==> src/inc/clock_gen_pkg.sv <==
// Constants, field layout and types for the clock generator control block
package clock_gen_pkg;

  // ----------------------------------------------------------------
  // Bus and clock rates
  // ----------------------------------------------------------------
  localparam int ADDR_W = 32;
  localparam int DATA_W = 32;
  localparam int CLK_HZ = 40_000_000;
  localparam int SLOW_CLK_HZ = 32_768;
  localparam int SLOW_TICK_CYCLES = CLK_HZ / SLOW_CLK_HZ;
  localparam int RC_STARTUP_SLOW = 8;

  // ----------------------------------------------------------------
  // Register byte addresses
  // ----------------------------------------------------------------
  localparam logic [ADDR_W-1:0] ADDR_PERIPH_CLK_ENABLE = 32'h0FFF_FC10;
  localparam logic [ADDR_W-1:0] ADDR_PERIPH_CLK_DISABLE = 32'h0FFF_FC14;
  localparam logic [ADDR_W-1:0] ADDR_PERIPH_CLK_STATUS = 32'h0FFF_FC18;
  localparam logic [ADDR_W-1:0] ADDR_USB_PHY_PLL_CONFIG = 32'h0FFF_FC1C;
  localparam logic [ADDR_W-1:0] ADDR_MAIN_OSC_CONTROL = 32'h0FFF_FC20;
  localparam logic [ADDR_W-1:0] ADDR_MAIN_CLK_FREQ = 32'hFFFF_FC24;
  localparam logic [ADDR_W-1:0] ADDR_PLL_A_CONFIG = 32'hFFFF_FC28;
  localparam logic [ADDR_W-1:0] ADDR_CLOCK_STATUS = 32'hFFFF_FC68;
  localparam logic [ADDR_W-1:0] ADDR_WRITE_PROTECT = 32'hFFFF_FCE4;

  // ----------------------------------------------------------------
  // Reset values and masks
  // ----------------------------------------------------------------
  localparam logic [DATA_W-1:0] PERIPH_IMPL_MASK = 32'hFFFF_FFFC;
  localparam logic [DATA_W-1:0] USB_PHY_RESET = 32'h1020_0000;
  localparam logic [DATA_W-1:0] MAIN_OSC_RESET = 32'h0000_0008;
  localparam logic [DATA_W-1:0] PLL_A_RESET = 32'h0000_3F00;
  localparam logic [7:0] WRITE_KEY_VALUE = 8'h37;
  localparam int STARTUP_SHIFT = 3;
  localparam logic [4:0] MEASURE_PERIODS = 5'h10;
  localparam logic [1:0] RESP_OKAY = 2'h0;
  localparam logic [1:0] RESP_SLVERR = 2'h2;

  // ----------------------------------------------------------------
  // Field positions
  // ----------------------------------------------------------------
  localparam int USB_PLL_ON_BIT = 16;
  localparam int USB_PLL_STARTUP_LSB = 20;
  localparam int USB_BIAS_ON_BIT = 24;
  localparam int USB_BIAS_STARTUP_LSB = 28;
  localparam int XT_ON_BIT = 0;
  localparam int XT_BYPASS_BIT = 1;
  localparam int RC_ON_BIT = 3;
  localparam int XT_STARTUP_LSB = 8;
  localparam int KEY_LSB = 16;
  localparam int KEY_BYTE = 2;
  localparam int SRC_SEL_BIT = 24;
  localparam int CFD_ON_BIT = 25;
  localparam int MEASURED_MAIN_COUNT_LSB = 0;
  localparam int MEAS_READY_BIT = 16;
  localparam int PLL_DIV_LSB = 0;
  localparam int PLL_COUNT_LSB = 8;
  localparam int PLL_RANGE_LSB = 14;
  localparam int PLL_MUL_LSB = 16;
  localparam int PLL_ONE_BIT = 29;
  localparam int ST_XT_STABLE_BIT = 0;
  localparam int ST_PLL_A_LOCKED_BIT = 1;
  localparam int ST_USB_PLL_LOCKED_BIT = 6;
  localparam int ST_RC_STABLE_BIT = 17;
  localparam int WP_ENABLE_BIT = 0;

  typedef enum logic {MEAS_IDLE, MEAS_RUN} meas_state_e;

endpackage

==> src/rtl/clock_gen_osc_pll_control.sv <==
// Clock generator control: peripheral clocks, oscillators, PLLs, AXI4-Lite registers
//
// The AXI4-Lite interface to the registers was chosen for this implementation.
`timescale 1ns/1ps
`default_nettype none

// What this block does
// - Disable-register ones stop peripheral clocks 2..31
// - Write protect enable blocks configuration writes
// - Status register shows running peripheral clocks
// - USB PLL locked after its start-up time
// - USB PLL start-up is count times eight
// - Bias on/off, start-up equals bias count
// - Oscillator write dropped without correct key
// - Crystal stable after crystal start-up time
// - Bypass makes crystal stable at once
// - Crystal and bypass off clears stable
// - RC stable after RC start-up time
// - Crystal start-up is field times eight
// - Source select: 0 RC, 1 crystal
// - Failure detector runs only when enabled
// - Count main ticks over sixteen slow periods
// - Divider field 0 off, 1 bypass, else divide
// - PLL A locked after programmed slow cycles
// - Multiplier 0 off, else times value plus one
module clock_gen_osc_pll_control
  import clock_gen_pkg::*;
#(
  parameter int SLOW_DIV = SLOW_TICK_CYCLES,
  parameter int RC_STARTUP = RC_STARTUP_SLOW
) (
  // Clock and reset
  input wire logic i_clk,
  input wire logic i_reset,
  // Main clock edge marker for the frequency meter
  input wire logic i_main_clk_tick,
  // AXI4-Lite write address
  input wire logic i_awvalid,
  output logic o_awready,
  input wire logic [ADDR_W-1:0] i_awaddr,
  input wire logic [2:0] i_awprot,
  // AXI4-Lite write data
  input wire logic i_wvalid,
  output logic o_wready,
  input wire logic [DATA_W-1:0] i_wdata,
  input wire logic [DATA_W/8-1:0] i_wstrb,
  // AXI4-Lite write response
  output logic o_bvalid,
  input wire logic i_bready,
  output logic [1:0] o_bresp,
  // AXI4-Lite read address
  input wire logic i_arvalid,
  output logic o_arready,
  input wire logic [ADDR_W-1:0] i_araddr,
  input wire logic [2:0] i_arprot,
  // AXI4-Lite read data
  output logic o_rvalid,
  input wire logic i_rready,
  output logic [DATA_W-1:0] o_rdata,
  output logic [1:0] o_rresp,
  // Peripheral clock gates
  output logic [DATA_W-1:0] o_peripheral_clock_bit,
  // USB PHY PLL and bias
  output logic o_usb_phy_pll_on,
  output logic o_usb_phy_pll_locked,
  output logic o_usb_phy_bias_on,
  output logic o_usb_phy_bias_ready,
  // Main oscillators
  output logic o_crystal_osc_on,
  output logic o_crystal_osc_bypass,
  output logic o_crystal_osc_stable,
  output logic o_rc_osc_on,
  output logic o_rc_osc_stable,
  output logic o_main_source_select,
  output logic o_clock_fail_detect_on,
  // PLL A
  output logic [7:0] o_pll_a_divider,
  output logic [7:0] o_pll_a_multiplier,
  output logic [1:0] o_pll_a_freq_range,
  output logic o_pll_a_locked
);

  // ----------------------------------------------------------------
  // State
  // ----------------------------------------------------------------
  localparam int SLOW_W = $clog2(SLOW_DIV + 1);

  typedef struct packed {
    logic awready;
    logic wready;
    logic aw_held;
    logic w_held;
    logic [ADDR_W-1:0] awaddr;
    logic [DATA_W-1:0] wdata;
    logic [DATA_W/8-1:0] wstrb;
    logic bvalid;
    logic [1:0] bresp;
    logic arready;
    logic rvalid;
    logic [1:0] rresp;
    logic [DATA_W-1:0] rdata;
    logic [DATA_W-1:0] periph_en;
    logic wp_en;
    logic upll_on;
    logic [3:0] upll_startup;
    logic bias_on;
    logic [3:0] bias_startup;
    logic xt_on;
    logic xt_by;
    logic rc_on;
    logic [7:0] xt_startup;
    logic src_sel;
    logic cfd_on;
    logic [7:0] pll_div;
    logic [7:0] pll_mul;
    logic [5:0] pll_count;
    logic [1:0] pll_range;
    logic pll_one;
    logic [SLOW_W-1:0] slow_div;
    logic slow_tick;
    logic [10:0] xt_left;
    logic xt_stable;
    logic [7:0] rc_left;
    logic rc_stable;
    logic [6:0] upll_left;
    logic upll_locked;
    logic [3:0] bias_left;
    logic bias_ready;
    logic [5:0] pll_left;
    logic pll_locked;
    meas_state_e meas_state;
    logic [4:0] meas_win;
    logic [15:0] meas_acc;
    logic [15:0] measured_main_count;
    logic measured_main_count_rdy;
  } state_s;

  state_s q_ff;
  state_s nxt_q;

  // ----------------------------------------------------------------
  // Decoding helpers
  // ----------------------------------------------------------------
  function automatic logic is_mapped(input logic [ADDR_W-1:0] addr);
    case (addr)
      ADDR_PERIPH_CLK_ENABLE, ADDR_PERIPH_CLK_DISABLE, ADDR_PERIPH_CLK_STATUS,
      ADDR_USB_PHY_PLL_CONFIG, ADDR_MAIN_OSC_CONTROL, ADDR_MAIN_CLK_FREQ,
      ADDR_PLL_A_CONFIG, ADDR_CLOCK_STATUS, ADDR_WRITE_PROTECT: is_mapped = 1'b1;
      default: is_mapped = 1'b0;
    endcase
  endfunction

  function automatic logic [DATA_W-1:0] byte_mask(input logic [DATA_W/8-1:0] strb);
    byte_mask = '0;
    for (int i = 0; i < DATA_W / 8; i++) begin
      byte_mask[i*8 +: 8] = {8{strb[i]}};
    end
  endfunction

  function automatic logic [DATA_W-1:0] read_word(input state_s s,
                                                  input logic [ADDR_W-1:0] addr);
    read_word = '0;
    case (addr)
      ADDR_PERIPH_CLK_STATUS: read_word = s.periph_en;
      ADDR_USB_PHY_PLL_CONFIG: begin
        read_word[USB_PLL_ON_BIT] = s.upll_on;
        read_word[USB_PLL_STARTUP_LSB +: 4] = s.upll_startup;
        read_word[USB_BIAS_ON_BIT] = s.bias_on;
        read_word[USB_BIAS_STARTUP_LSB +: 4] = s.bias_startup;
      end
      ADDR_MAIN_OSC_CONTROL: begin
        read_word[XT_ON_BIT] = s.xt_on;
        read_word[XT_BYPASS_BIT] = s.xt_by;
        read_word[RC_ON_BIT] = s.rc_on;
        read_word[XT_STARTUP_LSB +: 8] = s.xt_startup;
        read_word[SRC_SEL_BIT] = s.src_sel;
        read_word[CFD_ON_BIT] = s.cfd_on;
      end
      ADDR_MAIN_CLK_FREQ: begin
        read_word[MEASURED_MAIN_COUNT_LSB +: 16] = s.measured_main_count;
        read_word[MEAS_READY_BIT] = s.measured_main_count_rdy;
      end
      ADDR_PLL_A_CONFIG: begin
        read_word[PLL_DIV_LSB +: 8] = s.pll_div;
        read_word[PLL_COUNT_LSB +: 6] = s.pll_count;
        read_word[PLL_RANGE_LSB +: 2] = s.pll_range;
        read_word[PLL_MUL_LSB +: 8] = s.pll_mul;
        read_word[PLL_ONE_BIT] = s.pll_one;
      end
      ADDR_CLOCK_STATUS: begin
        read_word[ST_XT_STABLE_BIT] = s.xt_stable;
        read_word[ST_PLL_A_LOCKED_BIT] = s.pll_locked;
        read_word[ST_USB_PLL_LOCKED_BIT] = s.upll_locked;
        read_word[ST_RC_STABLE_BIT] = s.rc_stable;
      end
      ADDR_WRITE_PROTECT: read_word[WP_ENABLE_BIT] = s.wp_en;
      default: read_word = '0;
    endcase
  endfunction

  // ----------------------------------------------------------------
  // Next state
  // ----------------------------------------------------------------
  logic do_write;
  logic pll_restart;
  logic osc_ok;
  logic [DATA_W-1:0] wmask;
  logic [DATA_W-1:0] merged;
  logic [DATA_W-1:0] wbits;
  logic [15:0] acc_inc;

  always_comb begin
    nxt_q = q_ff;
    pll_restart = 1'b0;
    wmask = byte_mask(q_ff.wstrb);
    merged = (read_word(q_ff, q_ff.awaddr) & ~wmask) | (q_ff.wdata & wmask);
    wbits = q_ff.wdata & wmask & PERIPH_IMPL_MASK;
    do_write = q_ff.aw_held && q_ff.w_held && !q_ff.bvalid;
    osc_ok = q_ff.src_sel ? q_ff.xt_stable : q_ff.rc_stable;
    acc_inc = (q_ff.meas_acc == 16'hFFFF) ? q_ff.meas_acc : q_ff.meas_acc + 16'h0001;

    // Slow clock enable from the system clock
    nxt_q.slow_tick = 1'b0;
    if (q_ff.slow_div == SLOW_W'(SLOW_DIV - 1)) begin
      nxt_q.slow_div = '0;
      nxt_q.slow_tick = 1'b1;
    end else begin
      nxt_q.slow_div = q_ff.slow_div + 1'b1;
    end

    // Write channels: address and data taken in either order
    if (i_awvalid && q_ff.awready) begin
      nxt_q.aw_held = 1'b1;
      nxt_q.awaddr = i_awaddr;
    end
    if (i_wvalid && q_ff.wready) begin
      nxt_q.w_held = 1'b1;
      nxt_q.wdata = i_wdata;
      nxt_q.wstrb = i_wstrb;
    end
    if (q_ff.bvalid && i_bready) begin
      nxt_q.bvalid = 1'b0;
    end
    if (do_write) begin
      nxt_q.aw_held = 1'b0;
      nxt_q.w_held = 1'b0;
      nxt_q.bvalid = 1'b1;
      nxt_q.bresp = is_mapped(q_ff.awaddr) ? RESP_OKAY : RESP_SLVERR;
      if (q_ff.awaddr == ADDR_WRITE_PROTECT) begin
        nxt_q.wp_en = merged[WP_ENABLE_BIT];
      end else if (!q_ff.wp_en) begin
        case (q_ff.awaddr)
          ADDR_PERIPH_CLK_ENABLE: nxt_q.periph_en = q_ff.periph_en | wbits;
          ADDR_PERIPH_CLK_DISABLE: nxt_q.periph_en = q_ff.periph_en & ~wbits;
          ADDR_USB_PHY_PLL_CONFIG: begin
            nxt_q.upll_on = merged[USB_PLL_ON_BIT];
            nxt_q.upll_startup = merged[USB_PLL_STARTUP_LSB +: 4];
            nxt_q.bias_on = merged[USB_BIAS_ON_BIT];
            nxt_q.bias_startup = merged[USB_BIAS_STARTUP_LSB +: 4];
          end
          ADDR_MAIN_OSC_CONTROL: begin
            if (q_ff.wstrb[KEY_BYTE] && q_ff.wdata[KEY_LSB +: 8] == WRITE_KEY_VALUE) begin
              nxt_q.xt_on = merged[XT_ON_BIT];
              nxt_q.xt_by = merged[XT_BYPASS_BIT];
              nxt_q.rc_on = merged[RC_ON_BIT];
              nxt_q.xt_startup = merged[XT_STARTUP_LSB +: 8];
              nxt_q.src_sel = merged[SRC_SEL_BIT];
              nxt_q.cfd_on = merged[CFD_ON_BIT];
            end
          end
          ADDR_PLL_A_CONFIG: begin
            nxt_q.pll_div = merged[PLL_DIV_LSB +: 8];
            nxt_q.pll_count = merged[PLL_COUNT_LSB +: 6];
            nxt_q.pll_range = merged[PLL_RANGE_LSB +: 2];
            nxt_q.pll_mul = merged[PLL_MUL_LSB +: 8];
            nxt_q.pll_one = merged[PLL_ONE_BIT];
            pll_restart = 1'b1;
          end
          default: nxt_q.wp_en = q_ff.wp_en;
        endcase
      end
    end
    nxt_q.awready = !nxt_q.aw_held && !nxt_q.bvalid;
    nxt_q.wready = !nxt_q.w_held && !nxt_q.bvalid;

    // Read channel: one cycle from address to data
    if (q_ff.rvalid && i_rready) begin
      nxt_q.rvalid = 1'b0;
    end
    if (i_arvalid && q_ff.arready) begin
      nxt_q.rvalid = 1'b1;
      nxt_q.rdata = read_word(q_ff, i_araddr);
      nxt_q.rresp = is_mapped(i_araddr) ? RESP_OKAY : RESP_SLVERR;
    end
    nxt_q.arready = !nxt_q.rvalid;

    // USB PHY bias start-up, plain slow cycles
    if (!nxt_q.bias_on || !q_ff.bias_on) begin
      nxt_q.bias_ready = 1'b0;
      nxt_q.bias_left = nxt_q.bias_startup;
    end else if (!q_ff.bias_ready) begin
      if (q_ff.bias_left == '0) begin
        nxt_q.bias_ready = 1'b1;
      end else if (q_ff.slow_tick) begin
        nxt_q.bias_left = q_ff.bias_left - 1'b1;
      end
    end

    // USB PHY PLL start-up, eight slow cycles per count
    if (!nxt_q.upll_on || !q_ff.upll_on) begin
      nxt_q.upll_locked = 1'b0;
      nxt_q.upll_left = 7'(nxt_q.upll_startup) << STARTUP_SHIFT;
    end else if (!q_ff.upll_locked) begin
      if (q_ff.upll_left == '0) begin
        nxt_q.upll_locked = 1'b1;
      end else if (q_ff.slow_tick) begin
        nxt_q.upll_left = q_ff.upll_left - 1'b1;
      end
    end

    // Crystal oscillator: bypass wins, else counted start-up
    if (nxt_q.xt_by) begin
      nxt_q.xt_stable = 1'b1;
    end else if (!nxt_q.xt_on || !q_ff.xt_on) begin
      nxt_q.xt_stable = 1'b0;
      nxt_q.xt_left = 11'(nxt_q.xt_startup) << STARTUP_SHIFT;
    end else if (!q_ff.xt_stable) begin
      if (q_ff.xt_left == '0) begin
        nxt_q.xt_stable = 1'b1;
      end else if (q_ff.slow_tick) begin
        nxt_q.xt_left = q_ff.xt_left - 1'b1;
      end
    end

    // RC oscillator start-up
    if (!nxt_q.rc_on) begin
      nxt_q.rc_stable = 1'b0;
      nxt_q.rc_left = 8'(RC_STARTUP);
    end else if (!q_ff.rc_stable) begin
      if (q_ff.rc_left == '0) begin
        nxt_q.rc_stable = 1'b1;
      end else if (q_ff.slow_tick) begin
        nxt_q.rc_left = q_ff.rc_left - 1'b1;
      end
    end

    // PLL A lock counter, restarted by every unprotected PLL A config write
    if (pll_restart) begin
      nxt_q.pll_locked = 1'b0;
      nxt_q.pll_left = nxt_q.pll_count;
    end else if (q_ff.pll_mul == '0) begin
      nxt_q.pll_locked = 1'b0;
    end else if (!q_ff.pll_locked) begin
      if (q_ff.pll_left == '0) begin
        nxt_q.pll_locked = 1'b1;
      end else if (q_ff.slow_tick) begin
        nxt_q.pll_left = q_ff.pll_left - 1'b1;
      end
    end

    // Main clock frequency meter over sixteen slow periods
    case (q_ff.meas_state)
      MEAS_IDLE: begin
        nxt_q.measured_main_count_rdy = 1'b0;
        if (osc_ok && q_ff.slow_tick) begin
          nxt_q.meas_state = MEAS_RUN;
          nxt_q.meas_win = MEASURE_PERIODS;
          nxt_q.meas_acc = '0;
        end
      end
      MEAS_RUN: begin
        if (!osc_ok) begin
          nxt_q.meas_state = MEAS_IDLE;
          nxt_q.measured_main_count_rdy = 1'b0;
        end else begin
          if (i_main_clk_tick) begin
            nxt_q.meas_acc = acc_inc;
          end
          if (q_ff.slow_tick) begin
            if (q_ff.meas_win == 5'h01) begin
              nxt_q.measured_main_count = i_main_clk_tick ? acc_inc : q_ff.meas_acc;
              nxt_q.measured_main_count_rdy = 1'b1;
              nxt_q.meas_win = MEASURE_PERIODS;
              nxt_q.meas_acc = '0;
            end else begin
              nxt_q.meas_win = q_ff.meas_win - 1'b1;
            end
          end
        end
      end
      default: nxt_q.meas_state = MEAS_IDLE;
    endcase

    // Synchronous reset values
    if (i_reset) begin
      nxt_q = '0;
      nxt_q.meas_state = MEAS_IDLE;
      nxt_q.awready = 1'b1;
      nxt_q.wready = 1'b1;
      nxt_q.arready = 1'b1;
      nxt_q.upll_on = USB_PHY_RESET[USB_PLL_ON_BIT];
      nxt_q.upll_startup = USB_PHY_RESET[USB_PLL_STARTUP_LSB +: 4];
      nxt_q.bias_on = USB_PHY_RESET[USB_BIAS_ON_BIT];
      nxt_q.bias_startup = USB_PHY_RESET[USB_BIAS_STARTUP_LSB +: 4];
      nxt_q.xt_on = MAIN_OSC_RESET[XT_ON_BIT];
      nxt_q.xt_by = MAIN_OSC_RESET[XT_BYPASS_BIT];
      nxt_q.rc_on = MAIN_OSC_RESET[RC_ON_BIT];
      nxt_q.xt_startup = MAIN_OSC_RESET[XT_STARTUP_LSB +: 8];
      nxt_q.pll_div = PLL_A_RESET[PLL_DIV_LSB +: 8];
      nxt_q.pll_count = PLL_A_RESET[PLL_COUNT_LSB +: 6];
      nxt_q.pll_mul = PLL_A_RESET[PLL_MUL_LSB +: 8];
      nxt_q.rc_left = 8'(RC_STARTUP);
    end
  end

  always_ff @(posedge i_clk) begin
    q_ff <= nxt_q;
  end

  // ----------------------------------------------------------------
  // Outputs
  // ----------------------------------------------------------------
  assign o_awready = q_ff.awready;
  assign o_wready = q_ff.wready;
  assign o_bvalid = q_ff.bvalid;
  assign o_bresp = q_ff.bresp;
  assign o_arready = q_ff.arready;
  assign o_rvalid = q_ff.rvalid;
  assign o_rdata = q_ff.rdata;
  assign o_rresp = q_ff.rresp;
  assign o_peripheral_clock_bit = q_ff.periph_en;
  assign o_usb_phy_pll_on = q_ff.upll_on;
  assign o_usb_phy_pll_locked = q_ff.upll_locked;
  assign o_usb_phy_bias_on = q_ff.bias_on;
  assign o_usb_phy_bias_ready = q_ff.bias_ready;
  assign o_crystal_osc_on = q_ff.xt_on;
  assign o_crystal_osc_bypass = q_ff.xt_by;
  assign o_crystal_osc_stable = q_ff.xt_stable;
  assign o_rc_osc_on = q_ff.rc_on;
  assign o_rc_osc_stable = q_ff.rc_stable;
  assign o_main_source_select = q_ff.src_sel;
  assign o_clock_fail_detect_on = q_ff.cfd_on;
  assign o_pll_a_divider = q_ff.pll_div;
  assign o_pll_a_multiplier = q_ff.pll_mul;
  assign o_pll_a_freq_range = q_ff.pll_range;
  assign o_pll_a_locked = q_ff.pll_locked;

endmodule

`default_nettype wire

==> config.mk <==
export PLATFORM = sky130hd
export DESIGN_NAME = clock_gen_osc_pll_control
export DESIGN_NICKNAME = d
export VERILOG_FILES = /design/src/inc/clock_gen_pkg.sv /design/src/rtl/clock_gen_osc_pll_control.sv
export SDC_FILE = /design/constraint.sdc
export NUM_CORES = 1
export LEC_CHECK = 0
export ABC_AREA = 1
export BUFFER_PORTS_ARGS = -buffer_cell sky130_fd_sc_hd__buf_4
export CAP_MARGIN = 40
export CELL_PAD_IN_SITES_DETAIL_PLACEMENT = 1
export CELL_PAD_IN_SITES_GLOBAL_PLACEMENT = 2
export CORE_MARGIN = 10
export CORE_UTILIZATION = 32
export DETAILED_ROUTE_END_ITERATION = 10
export GPL_TIMING_DRIVEN = 0
export PLACE_DENSITY = 0.92
export SKIP_LAST_GASP = 1
export SLEW_MARGIN = 10
export SYNTH_ARGS = -nofsm -noshare
export SYNTH_HDL_FRONTEND = slang
export SYNTH_SLANG_ARGS = --single-unit
==> constraint.sdc <==
create_clock -name i_clk -period 2.2 [get_ports i_clk]
set_input_delay 0.22 -clock i_clk [delete_from_list [all_inputs] [get_ports i_clk]]
set_output_delay 0.22 -clock i_clk [all_outputs]
set_load 0.01 [all_outputs]
==> impl_table.tex <==
\begin{tabular}{lr}
\hline
Metric & Value \\
\hline
\multicolumn{2}{l}{\textbf{Worst setup path}} \\
Worst R2R End & q\_ff[72] \\
Worst r2r src & q\_ff[262] \\
Arr. time, crit path & 2.73 ns \\
Critical path required time & around 2.7 ns \\
Kind of capture point of the worst setup path & register \\
Crit path launch & q\_ff[262] \\
Worst setup path endpoint & q\_ff[72] \\
Worst reg2reg path depth & 17 \\
Flop-to-flop setup slack & -0.08 ns \\
Critical path peak fanout & 5 \\
Startpoint type of the worst setup path & register \\
Critical path start-end classification & reg2reg \\
\multicolumn{2}{l}{\textbf{Pwr}} \\
Comb power frac & 9.4\% \\
Clk network pwr share & 48.3\% \\
Switching Power & around 3.3 mW \\
Maximum resistive drop on vdd & $\sim$0.41 mV \\
Fraction of power spent switching nets & between 20 and 30\% \\
Internal power & around 9.4 mW \\
Register share of total power & 42.3\% \\
Leakage power total & roughly 8.6 nW \\
Power density relative to cell area & 646 nW/um2 \\
\multicolumn{2}{l}{\textbf{Layout}} \\
Area overhead of the layout relative to synthesis & 38.7\% \\
Number of fillers in the final layout & 5424 \\
Cell area after layout & $\sim$20000 um2 \\
Fraction of the core area covered by cells at the end of the flow & 45.2\% \\
Final net count & $\sim$2.5k \\
Register Area & approximately 5600 um2 \\
Share of layout cells above drive strength 1 & between 20\% and 30\% \\
Area taken by multi-input logic gates & between 7000 and 8000 um2 \\
\multicolumn{2}{l}{\textbf{Detailed routing}} \\
Final wirelength & between 60000 and 70000 um \\
Total number of vias & 15.8k \\
1st-pass router iterations & 5 \\
Average wire per cell in the routed design & 22.3 um \\
Routed Antenna Nets & 0 \\
Iteration-0 DRC count of the detailed router & 1307 \\
Via-to-Cell Ratio & between 5 and 6 \\
Remaining DRCs & 0 \\
\multicolumn{2}{l}{\textbf{Timing}} \\
Post-Route Skew & between 0.02 and 0.03 ns \\
Count of endpoints failing setup in the final report & 29 \\
Worst slew pin tran & $\sim$0.9 ns \\
Max-slew violation count & 0 \\
Number of failing hold endpoints at the final stage & 0 \\
Crit path time final & around 2.3 ns \\
Min setup slack post-route & -0.0813 ns \\
Final period util & 104\% \\
Unrepaired setup endpoints after global routing & yes \\
Achievable clock frequency & about 440 MHz \\
Worst hold margin & around 0.0052 ns \\
Slew Limit Headroom & between 40\% and 50\% \\
\multicolumn{2}{l}{\textbf{Synthesis}} \\
Syn Inst Count & about 2k \\
Most used flip-flop cell after synthesis & sky130\_fd\_sc\_hd\_\_dfxtp\_1 \\
Netlist Area Pre-Place & approximately 14000 um2 \\
Warnings from Yosys & 0 \\
EDFF count, synth & 0 \\
Synthesized area divided by synthesized cell count & slightly below 7 um2 \\
Async set or reset register ratio after synthesis & 0\% \\
Synthesis-stage register bit count & 280 \\
Cell variety after synth & $\sim$50 \\
Sequential share of the synthesized area & 39.6\% \\
\multicolumn{2}{l}{\textbf{Global routing}} \\
First-pass GRT wire length & 97300 um \\
Met3 GRT Util & around 3.5\% \\
GRT Resource Usage Total & between 20\% and 30\% \\
Most used routing layer & met2 \\
Grt met2 use & 40.5\% \\
Maximum number of pins on one net before global-route repair & 13 \\
Met1 capacity usage during global routing & 28.4\% \\
Initial antenna violation count & 5 \\
Via count of the first global-routing pass & roughly 16k \\
Total congestion overflow & 0 \\
\multicolumn{2}{l}{\textbf{Die}} \\
Floorplan Core Area & $\sim$43000 um2 \\
Chip height & about 230 um \\
Placement row count & 76 \\
\# IOs & $\sim$220 \\
DIE AREA & around 53000 um2 \\
Die extent in x & 230 um \\
Starting density of the core & 32.6\% \\
\multicolumn{2}{l}{\textbf{Worst hold path}} \\
Source of the worst hold timing path & i\_awaddr[27] \\
Worst min path class & in2reg \\
\multicolumn{2}{l}{\textbf{Placement}} \\
Number of buffers inserted by port buffering & just over 200 \\
Weighted congestion at the end of routability-driven global placement & around 0.94 \\
Cell area after placement & about 17000 um2 \\
Half-perimeter wire length after detailed placement & 48400 um \\
\multicolumn{2}{l}{\textbf{Flow run}} \\
Number of maximum-capacitance violations & 0 \\
\multicolumn{2}{l}{\textbf{Status}} \\
Violated checks & negative setup slack \\
Status & finished with violations \\
\multicolumn{2}{l}{\textbf{Clocking}} \\
Library cell used as clock root buffer & sky130\_fd\_sc\_hd\_\_clkbuf\_16 \\
Bufs on Longest Clock Path & 3 \\
H-tree depth & 2 \\
Clock Pin Slew Worst Setup and Hold Paths & about 0.060 ns \\
TritonCTS clock tree & yes \\
Clock network latency to the later pin of the worst-skew pair & $\sim$0.56 ns \\
Number of sinks driven by the clock tree & 280 \\
Number of clock buffers inserted by TritonCTS & 35 \\
\hline
\end{tabular}
layout by cell type, fill, tap and decap left out, drive strengths merged, types with 5 or more instances in the layout:
cell type,count
a21oi,133
a22o,7
a31oi,10
buf,369
clkbuf,113
clkinv,7
dfxtp,280
diode,5
dlygate4sd3,65
ha,12
inv,222
nand2,400
nand3,130
nand4,31
nor2,267
nor3,30
nor4,8
o211a,6
o211ai,19
o21a,6
o21ai,193
o221ai,16
o22ai,10
o311a,14
or2,11
xnor2,8
xor2,29
worst min path at each step:
stage	end	slack, ns	cells past startpoint
global route	q_ff[275]	0.007	3
floorplan	q_ff[216]	0.39	2
finish	q_ff[275]	0.005	3
global placement	q_ff[81]	0.43	1
detailed placement	q_ff[81]	0.44	1
CTS	q_ff[275]	0.002	3
critical path, cell delays in order, from the launching register on:
cell                      delay (ns)
sky130_fd_sc_hd__dfxtp_1        0.37
sky130_fd_sc_hd__nand2_2        0.10
sky130_fd_sc_hd__inv_1          0.06
sky130_fd_sc_hd__nand2_1        0.11
sky130_fd_sc_hd__nor2_4         0.14
sky130_fd_sc_hd__buf_4          0.14
sky130_fd_sc_hd__nand3_1        0.09
sky130_fd_sc_hd__nand2_1        0.17
sky130_fd_sc_hd__o21ai_1        0.10
sky130_fd_sc_hd__nand2_1        0.12
sky130_fd_sc_hd__nand2_4        0.10
sky130_fd_sc_hd__nand2_4        0.12
sky130_fd_sc_hd__nand3_4        0.09
sky130_fd_sc_hd__nand3_4        0.14
sky130_fd_sc_hd__buf_6          0.13
sky130_fd_sc_hd__nand2_1        0.06
sky130_fd_sc_hd__nand2_1        0.07
sky130_fd_sc_hd__nor2_1         0.05
cell families after synthesis:
group	Yosys count	share of synthesized area, %
simple gates	884	26.7
compound gates	424	17.1
buf+inv	394	13.1
flops	280	39.6
xor+xnor	37	2.29
fa+ha+maj	12	1.06
other cells	1	0.0265
mux	1	0.0796
Yosys cell counts (21+ instances only):
library cell / n / area (um2)
sky130_fd_sc_hd__nand2_1: 395 / 1480
sky130_fd_sc_hd__inv_1: 210 / 788
sky130_fd_sc_hd__nor2_1: 254 / 953
sky130_fd_sc_hd__o21ai_1: 21 / 105
sky130_fd_sc_hd__xor2_1: 29 / 254
sky130_fd_sc_hd__nor3_1: 28 / 140
sky130_fd_sc_hd__clkbuf_1: 61 / 229
sky130_fd_sc_hd__dfxtp_1: 280 / 5610
sky130_fd_sc_hd__o21ai_0: 172 / 861
sky130_fd_sc_hd__nand3_1: 126 / 631
sky130_fd_sc_hd__nand4_1: 31 / 194
sky130_fd_sc_hd__buf_4: 87 / 653
sky130_fd_sc_hd__a21oi_1: 133 / 666
metal layers:
layer,share of wire (%),vias up
met5,0,-
met4,5.3,0
met3,6.2,192
met2,48,594
met1,41,7649
li1,-,7335
power groups by stage:
stage                     registers [mW]  logic (mW)  clock network, mW
after floorplan                     5.41       0.486                  0
after global placement              5.44       0.904                  0
after detailed placement            5.45       0.941                  0
after CTS                           5.34        1.07               6.19
after global routing                5.38        1.28               6.40
final                               5.36        1.19               6.13
stage by stage:
stage          std cells  total power, mW  setup TNS, ns  setup WS (ns)
4_1_cts             2982             12.6         -0.180        -0.0536
5_1_grt             3015             13.1          -3.83         -0.153
6_report            3015             12.7         -0.913        -0.0813
3_3_place_gp        2827             6.34         -82.97         -0.749
3_5_place_dp        2834             6.39         -82.75         -0.841
2_1_floorplan       2036             5.90              0          0.208
repair_timing:
item / in CTS / in global routing
resized for setup: 84 / 188
pin swaps: 15 / 55
setup endpoints to repair: 167 / 157
gates cloned: 1 / 3
setup buffers: 20 / 26
hold buffers: 65 / 0
endpoints found under the hold margin: 65 / 0
final cells by class:
type	instances	area share, %
diodes	5	0.0638
clock inverters	11	0.899
flip-flops and latches	280	28.8
multi-input cells	1363	37.2
clock buffers	51	5.19
repair buffers	327	14.0
inverters	223	4.39
plain buffers	170	5.72
well taps	585	3.73
(Power assumes the default switching activity.)
